**config.mk**
```make
export PLATFORM = sky130hd
export DESIGN_NAME = fct_regs
export DESIGN_NICKNAME = d
export VERILOG_FILES = /design/src/fct_pkg.sv /design/src/fct_key_unlock.sv /design/src/fct_regs.sv
export SDC_FILE = /design/constraint.sdc
export NUM_CORES = 1
export LEC_CHECK = 0
export BUFFER_PORTS_ARGS = -buffer_cell sky130_fd_sc_hd__buf_4
export CAP_MARGIN = 20
export CORE_ASPECT_RATIO = 0.75
export CORE_MARGIN = 2
export CORE_UTILIZATION = 42
export DETAILED_ROUTE_END_ITERATION = 7
export GPL_TIMING_DRIVEN = 1
export PLACE_DENSITY = 0.8
export RECOVER_POWER = 50
export SETUP_SLACK_MARGIN = 0.02
export SLEW_MARGIN = 20
export SYNTH_ARGS = -nofsm -noshare
export SYNTH_HDL_FRONTEND = slang
export SYNTH_SLANG_ARGS = --single-unit
```
**constraint.sdc**
```tcl
create_clock -name i_clk -period 3 [get_ports i_clk]
set_input_delay 0.6 -clock i_clk [delete_from_list [all_inputs] [get_ports i_clk]]
set_output_delay 0.6 -clock i_clk [all_outputs]
set_load 0.005 [all_outputs]
```
**src/fct_pkg.sv**
```systemverilog
// Package with register map and constants for the flash control tail block
//
// Notes on behaviour
// - The full written target word is the next erase/program location.
// - Wait enable bit 0 set adds fetch wait states; clear adds none.
// - Wait enable changes only after both key words arrive in order.
// - Only software changes fetch wait enable; it resets to zero.
// - Product code register is read-only; writes leave it unchanged.
// - Product code is a constant word fixed at manufacture.
// - Correct key sequence clears the lock bit; software may relock.
package fct_pkg;
	localparam logic [11:0] ADDR_UNLOCK_KEY = 12'h050;
	localparam logic [11:0] ADDR_LOCK_CTRL = 12'h058;
	localparam logic [11:0] ADDR_TARGET = 12'h054;
	localparam logic [11:0] ADDR_WAIT_CTRL = 12'h0fc;
	localparam logic [11:0] ADDR_PRODUCT = 12'h100;
	localparam logic [31:0] KEY_FIRST = 32'h45670123;
	localparam logic [31:0] KEY_SECOND = 32'hcdef89ab;
	localparam logic [31:0] TARGET_RESET = 32'h00000000;
	localparam int WAIT_EN_BIT = 0;
	localparam int LOCK_BIT = 0;
	localparam logic WAIT_EN_RESET = 1'b0;
	localparam logic LOCK_RESET = 1'b1;
	localparam logic [31:0] PRODUCT_CODE_DEFAULT = 32'h0000a5a5;
	localparam logic [1:0] KEY_IDLE = 2'h0;
endpackage

```
**src/fct_key_unlock.sv**
```systemverilog
// Key sequence detector driving the lock bit
`timescale 1ns/1ps
`default_nettype none
module fct_key_unlock (
	input wire logic i_clk,
	input wire logic i_rst,
	input wire logic i_key_wr,
	input wire logic [31:0] i_key_data,
	input wire logic i_lock_set,
	output logic o_locked
);
	typedef enum logic [1:0] {
		FCT_KEY_WAIT1 = 2'b01,
		FCT_KEY_WAIT2 = 2'b10
	} fct_key_e;
	fct_key_e st_r, st_nxt;
	logic lock_r, lock_nxt;

	always_comb begin
		st_nxt = st_r;
		lock_nxt = lock_r;
		case (st_r)
			FCT_KEY_WAIT1: begin
				if (i_key_wr && i_key_data == fct_pkg::KEY_FIRST && lock_r)
					st_nxt = FCT_KEY_WAIT2;
			end
			FCT_KEY_WAIT2: begin
				if (i_key_wr) begin
					st_nxt = FCT_KEY_WAIT1;
					if (i_key_data == fct_pkg::KEY_SECOND)
						lock_nxt = 1'b0;
				end
			end
			default: st_nxt = FCT_KEY_WAIT1;
		endcase
		// Relock wins over a same-cycle unlock so protection is never lost
		if (i_lock_set) begin
			lock_nxt = 1'b1;
			st_nxt = FCT_KEY_WAIT1;
		end
	end

	always_ff @(posedge i_clk) begin
		if (i_rst) begin
			st_r <= FCT_KEY_WAIT1;
			lock_r <= fct_pkg::LOCK_RESET;
		end else begin
			st_r <= st_nxt;
			lock_r <= lock_nxt;
		end
	end

	assign o_locked = lock_r;

	a_wrong_key_stays: assert property (@(posedge i_clk) disable iff (i_rst)
		(st_r == FCT_KEY_WAIT1 && i_key_wr) |=> lock_r == $past(lock_r) || $past(i_lock_set) == 1'b0 && lock_r)
	else $error("single key write unlocked");
	a_unlock_order: assert property (@(posedge i_clk) disable iff (i_rst)
		$fell(lock_r) |-> $past(st_r) == FCT_KEY_WAIT2 && $past(i_key_data) == fct_pkg::KEY_SECOND)
	else $error("unlock without ordered keys");
	a_relock: assert property (@(posedge i_clk) disable iff (i_rst)
		i_lock_set |=> lock_r)
	else $error("lock set ignored");
endmodule // fct_key_unlock
`default_nettype wire

```
**src/fct_regs.sv**
```systemverilog
// APB register bank: target location, fetch wait control, product code
//
// Register access over APB was left to the implementer.
`timescale 1ns/1ps
`default_nettype none
module fct_regs #(
	parameter logic [31:0] PRODUCT_CODE = fct_pkg::PRODUCT_CODE_DEFAULT
) (
	input wire logic i_clk,
	input wire logic i_rst,
	input wire logic i_psel,
	input wire logic i_penable,
	input wire logic i_pwrite,
	input wire logic [11:0] i_paddr,
	input wire logic [31:0] i_pwdata,
	input wire logic [3:0] i_pstrb,
	output logic [31:0] o_prdata,
	output logic o_pready,
	output logic o_pslverr,
	output logic [31:0] o_target,
	output logic o_fetch_wait,
	output logic o_locked
);
	// Product code value is arbitrary, kept as a parameter
	logic [31:0] target_r, target_nxt;
	logic wait_r, wait_nxt;
	logic [31:0] rdata_r, rdata_nxt;
	logic err_r, err_nxt;
	logic wr_acc, rd_acc, full_word, key_wr, lock_set, locked;

	function automatic logic is_mapped(input logic [11:0] a);
		is_mapped = a == fct_pkg::ADDR_UNLOCK_KEY
			|| a == fct_pkg::ADDR_LOCK_CTRL || a == fct_pkg::ADDR_TARGET
			|| a == fct_pkg::ADDR_WAIT_CTRL || a == fct_pkg::ADDR_PRODUCT;
	endfunction

	// One setup cycle, then access; write data taken at the access edge, read data registered at the setup edge
	assign wr_acc = i_psel && i_penable && i_pwrite;
	assign rd_acc = i_psel && !i_penable && !i_pwrite;
	assign full_word = i_pstrb == 4'hf;
	assign key_wr = wr_acc && full_word && i_paddr == fct_pkg::ADDR_UNLOCK_KEY;
	assign lock_set = wr_acc && full_word && i_paddr == fct_pkg::ADDR_LOCK_CTRL
		&& i_pwdata[fct_pkg::LOCK_BIT];

	fct_key_unlock u_key (
		.i_clk(i_clk),
		.i_rst(i_rst),
		.i_key_wr(key_wr),
		.i_key_data(i_pwdata),
		.i_lock_set(lock_set),
		.o_locked(locked)
	);

	always_comb begin
		target_nxt = target_r;
		wait_nxt = wait_r;
		rdata_nxt = rdata_r;
		err_nxt = 1'b0;
		if (wr_acc) begin
			// Partial words are refused, so the target is always whole
			if (!full_word || !is_mapped(i_paddr))
				err_nxt = 1'b0;
			else if (i_paddr == fct_pkg::ADDR_TARGET)
				target_nxt = i_pwdata;
			else if (i_paddr == fct_pkg::ADDR_WAIT_CTRL && !locked)
				wait_nxt = i_pwdata[fct_pkg::WAIT_EN_BIT];
		end
		if (i_psel && !i_penable) begin
			err_nxt = !is_mapped(i_paddr) || (i_pwrite && !full_word);
			rdata_nxt = 32'h00000000;
			if (rd_acc) begin
				case (i_paddr)
					fct_pkg::ADDR_WAIT_CTRL:
						rdata_nxt = {31'h0, wait_r};
					fct_pkg::ADDR_LOCK_CTRL:
						rdata_nxt = {31'h0, locked};
					fct_pkg::ADDR_PRODUCT:
						rdata_nxt = PRODUCT_CODE;
					default: rdata_nxt = 32'h00000000;
				endcase
			end
		end
	end

	always_ff @(posedge i_clk) begin
		if (i_rst) begin
			target_r <= fct_pkg::TARGET_RESET;
			wait_r <= fct_pkg::WAIT_EN_RESET;
			rdata_r <= 32'h00000000;
			err_r <= 1'b0;
		end else begin
			target_r <= target_nxt;
			wait_r <= wait_nxt;
			rdata_r <= rdata_nxt;
			err_r <= err_nxt;
		end
	end

	assign o_prdata = rdata_r;
	assign o_pready = 1'b1;
	assign o_pslverr = i_psel && i_penable && err_r;
	assign o_target = target_r;
	assign o_fetch_wait = wait_r;
	assign o_locked = locked;

	a_wait_locked: assert property (@(posedge i_clk) disable iff (i_rst)
		locked |=> wait_r == $past(wait_r))
	else $error("wait enable changed while locked");
	a_target_write: assert property (@(posedge i_clk) disable iff (i_rst)
		(wr_acc && full_word && i_paddr == fct_pkg::ADDR_TARGET)
		|=> target_r == $past(i_pwdata))
	else $error("target not stored");
	a_product_read: assert property (@(posedge i_clk) disable iff (i_rst)
		(rd_acc && i_paddr == fct_pkg::ADDR_PRODUCT)
		|=> o_prdata == PRODUCT_CODE)
	else $error("product code wrong");
	a_wait_only_sw: assert property (@(posedge i_clk) disable iff (i_rst)
		!wr_acc |=> $stable(wait_r))
	else $error("wait enable changed by hardware");
	a_wait_out: assert property (@(posedge i_clk) disable iff (i_rst)
		(wr_acc && full_word && i_paddr == fct_pkg::ADDR_WAIT_CTRL && !locked)
		|=> o_fetch_wait == $past(i_pwdata[fct_pkg::WAIT_EN_BIT]))
	else $error("fetch wait output mismatch");
	// Refused partial words must leave every stored bit alone
	a_partial_refused: assert property (@(posedge i_clk) disable iff (i_rst)
		(wr_acc && !full_word) |=> $stable(target_r) && $stable(wait_r))
	else $error("partial write changed state");
	a_product_write: assert property (@(posedge i_clk) disable iff (i_rst)
		(wr_acc && i_paddr == fct_pkg::ADDR_PRODUCT)
		|=> $stable(target_r) && $stable(wait_r))
	else $error("product code write had effect");
	a_wait_reset: assert property (@(posedge i_clk) disable iff (i_rst)
		$fell(i_rst) |-> !wait_r)
	else $error("wait enable not zero after reset");
endmodule // fct_regs
`default_nettype wire

```
Yosys cells after proc, flatten, opt, wreduce, memory -nomap -nowiden
Cells that the tools add are included.
Storage, ports and cells
  flip-flop bits (word level): 69
  input port bits: 53
  output and inout port bits: 68
  word-level logic and storage cells: 56
Cells by class
  equality and inequality tests: 12
  muxes and demuxes: 5
  bitwise gates (word level): 3
  reductions and logical operators: 30
Operators with widths (count)
  16-bit case mux with 3 select lines: 1
  12-bit by 7-bit equality test with 1-bit output (second input constant): 3
  32-bit by 31-bit equality test with 1-bit output (second input constant): 1
  32-bit equality test (second input constant): 1
  16-bit two-way mux: 1
  1-bit logical AND: 13
  12-bit by 8-bit equality test with 1-bit output (second input constant): 1
  12-bit by 9-bit equality test with 1-bit output (second input constant): 1
  1-bit logical OR: 6
  3-bit AND reduction: 2
  1-bit logical NOT: 5
  4-bit equality test (second input constant): 1
  2-bit two-way mux: 2
  2-bit by 1-bit != test with 1-bit output (second input constant): 2
  2-bit case mux with 2 select lines: 1
  4-bit AND reduction: 1
  2-bit OR reduction: 2
  1-bit inverter: 3
  2-bit by 1-bit equality test with 1-bit output (second input constant): 1
  2-bit equality test (second input constant): 1
  2-bit AND reduction: 1

Longest topological paths before layout
  depth after elaboration: 9
  mapped depth: 7
  mapped depth without buffers: 5

Cells and area by module
A second synthesis with hierarchy kept.
Unflattened totals
  cells, all modules: 250
  area total of the unflattened synthesis: 2085.8 sq um
Modules (own cells, without submodules)
  fct_regs: times used 1, cells each 224, area an instance 1854.3 sq um, sequential area each 720.7 sq um
  fct_key_unlock: times used 1, cells each 26, area an instance 231.5 sq um, sequential area each 60.1 sq um

Worst setup path after synthesis
Ideal clock, no wire load.
  path kind: input -> register
  start point: input i_paddr[3]
  end point: register u_key.lock_r, in the netlist u_key.o_locked
  library setup time: 0.115 ns
  arrival time: 2.244 ns
  required time: 2.885 ns
  setup slack: 0.642 ns
  stages on the path: 5
  path buffers: 0
  cells stage by stage: or4_4 -> nor4_4 -> nand2_2 -> or4_4 -> o21a_1
Between the ends
  cells in the longest elaborated chain, start to end: 4
  elaborated cells on any way between the ends: 7
  classes of those cells: eq/ne: 2; reduce/logical: 5
Ends and longest elaborated chain
  start: declaration: RTL line fct_regs.sv:14  | input wire logic [11:0] i_paddr,
  12-bit by 7-bit equality test with 1-bit output: RTL line fct_regs.sv:42  | assign lock_set = wr_acc && full_word && i_paddr == fct_pkg::ADDR_LOCK_CTRL
  1-bit logical AND: RTL line fct_regs.sv:42
  1-bit logical AND: RTL line fct_regs.sv:43  | && i_pwdata[fct_pkg::LOCK_BIT];
  2-bit OR reduction (no line)
  end signal: assignment: RTL line fct_key_unlock.sv:46  | lock_r <= fct_pkg::LOCK_RESET;
  end signal: assignment: RTL line fct_key_unlock.sv:49  | lock_r <= lock_nxt;
  end: declaration: RTL line fct_key_unlock.sv:17  | logic lock_r, lock_nxt;
Several ways; a longest one is shown, not always the timed one.
A chain may end at the register's enable or synchronous reset.

Worst setup path in the final report
  start point: input i_paddr[3]
  end point: register u_key.st_r[0]
Between the ends
  cells in the longest elaborated chain, start to end: 6
  elaborated cells on any way between the ends: 11
  classes of those cells: eq/ne: 4; reduce/logical: 7
Ends and longest elaborated chain
  12-bit by 7-bit equality test with 1-bit output: RTL line fct_regs.sv:41  | assign key_wr = wr_acc && full_word && i_paddr == fct_pkg::ADDR_UNLOCK_KEY;
  1-bit logical AND: RTL line fct_regs.sv:41
  1-bit logical AND (2 in series): RTL line fct_key_unlock.sv:24  | if (i_key_wr && i_key_data == fct_pkg::KEY_FIRST && lock_r)
  2-bit by 1-bit != test with 1-bit output (no line)
  2-bit AND reduction (no line)
  end signal: assignment: RTL line fct_key_unlock.sv:48  | st_r <= st_nxt;
  end: declaration: RTL line fct_key_unlock.sv:16  | fct_key_e st_r, st_nxt;
Several ways; a longest one is shown, not always the timed one.

==> impl_metrics.ini <==
[drt]
dr.first_iter.drc_count = 57
ant_nets = 0
drt-total-wl_um = 4880
num_vias = 1850
vias_per_cell = 4.79
drc = 0
drt-wirelength-per-cell_um = 12.7
dr.pass1.iters = 4

[setup_path]
crit_path_end_kind = flop
arrival_ns = 2.44
crit_path_start_kind = primary input
critical_path_required_ns = 3.18
cp_max_fo = 3
path_class = in2reg

[clocking]
cts_tree = done
clock_sinks = 39
cts_buffer_depth = 2
cts_setup_buffers = 0
numCtsBuffers = 5
htree_levels = 2
hold_buffers = 0
clkSlewWorstSetupHoldPaths_ns = 0.07
clk_latency_ns = 0.29
cts_root_buffer = clkbuf_8
cts_resized = 0

[run_status]
outcome = finished clean

[global_routing]
grt_pass1_vias = 1820
grt_max_degree = 40
grt_pass1_wl_um = 7910
antenna_found_initial = 0
grt_usage_pct = 20.1
grt_overflow_total = 0

[synth]
synth_common_cells = nand2_1, dfxtp_1, a21oi_1
synth_top_flop_cell = dfxtp_1
syn-instance-count = 244
synth-edff-count = 0
synthAdderAreaFrac_pct = 0
yosys.area_share.simple_pct = 31.5
synth_top_family_by_area = simple AND/OR/NAND/NOR gates
synthMostInstantiatedCell = nand2_1
synth_warnings = 0
synth-seq-cells = 39
syn_area_per_cell_um2 = 7.79
async_reset_ff_share_pct = 0
ys_types = 35
synth-compound-area-share_pct = 11.8
yosysTopAreaCellShare_pct = 41.1
netlist_area_um2 = 1900
yosys.area.top_type = dfxtp_1
synth.area.top_cells = dfxtp_1, nand2_1, buf_4
synth_xor_area_share_pct = 0
synth.area.mux_share_pct = 0.527
seq_area_frac_synth_pct = 41.1

[cells_and_area]
stdcell_count = 386
layout.nets = 382
num_antenna_cells = 0
final_area_um2 = 2570
drive_above_1_share_pct = 31.6
area_growth_pct = 35.4

[die]
start_util_pct = 43.1
die_h_um = 62.3
dieWidth_um = 81.7
io_pins = 121
dieArea_um2 = 5080
core-area_um2 = 4410
placementRows = 21

[timing]
finClkSkew_ns = 0.0116
setup_viol = 0
finalCritPeriodShare_pct = 75.2
slew_headroom_pct = 62.3
hold_viol = 0
setup_tns_ns = 0
fin_crit_ns = 2.25
tightest_slew_ns = 0.560
rsz0062_at_grt = false
drv_slew = 0
fmax_mhz = 444

[place]
port_buffers = 95
place_congestion = 0.853
place_area_um2 = 2510
dp_hpwl_um = 3740
dpl.cell_count = 379

[power]
irDropWorstVdd_mv = 0.223
p_leak_uw = 0.00105
p_per_area_nw_per_um2 = 376

[run]
maxCapViolations = 0

[min_path]
worstHoldPathType = reg2reg
==> registers in the layout (all words and copies together) (netlist names) <==
register and cells:
o_target 32, o_prdata 2, u_key.st_r 2, err_r 1
o_fetch_wait 1, u_key.o_locked 1
==> logic make-up after synthesis <==
| group | Yosys count |
|---|---|
| muxes | 1 |
| and+or+nand+nor | 117 |
| AOI/OAI and AO/OA | 43 |
| DFF | 39 |
| other | 2 |
| buffers and inverters | 42 |
==> through the flow <==
stage	util (%)	total power, µW	hold WS (ns)	setup WS [ns]
after floorplan	-	581	0.448	0.642
after global placement	56.8	626	0.438	0.486
after detailed placement	56.8	627	0.445	0.439
after CTS	58.8	981	0.456	0.755
after global routing	58.3	1020	0.472	0.717
final	58.3	968	0.449	0.745
==> final timing paths <==
check	start	endpoint	slack, ns	cells past startpoint
setup / recovery	i_paddr[3]	u_key.st_r[0]	0.75	6
hold / removal	o_target[23]	o_target[23]	0.45	2
setup reg to reg	u_key.o_locked	u_key.st_r[0]	1.46	4
hold reg to reg	o_target[23]	o_target[23]	0.45	2
==> critical path: stages <==
cell     delay, ns
buf_4         0.12
or4_4         0.54
nor4_4        0.33
nand2_2       0.10
or4_4         0.55
o21a_1        0.20
==> cell usage in the layout, fill, tap and decap left out, types with 3 or more instances in the layout <==
cell type,instances
nor2_1,6
clkbuf_4,35
clkbuf_1,6
nand3_1,6
buf_4,56
nor4_1,5
and3_1,3
o21ai_0,3
dfxtp_1,39
a21oi_1,35
nand2_1,67
nand4_1,6
clkbuf_8,6
conb_1,25
==> cell type report <==
class	instances	area, µm²
Clock buffer	6	82.6
Clock inverter	1	5.00
Fill cell	448	1840
Multi-Input combinational cell	186	927
Sequential cell	39	781
Tap cell	57	71.3
Timing Repair Buffer	97	706
==> routing by layer <==
layer | track usage, % | up-vias | part of all wire (%)
li1 | - | 952 | -
met3 | 5.67 | 8 | 9.4
met2 | 33.1 | 72 | 46
met4 | 8.33 | 0 | 1.3
met1 | 24.3 | 818 | 43
met5 | 0 | - | 0
==> where the power goes <==
group / leakage (µW) / switching [µW] / internal, µW
Combinational: 0.000687 / 45.5 / 51.8
Sequential: 0.000314 / 0.0850 / 518
Clock: 0.0000470 / 172 / 180
(Power assumes the default switching activity.)
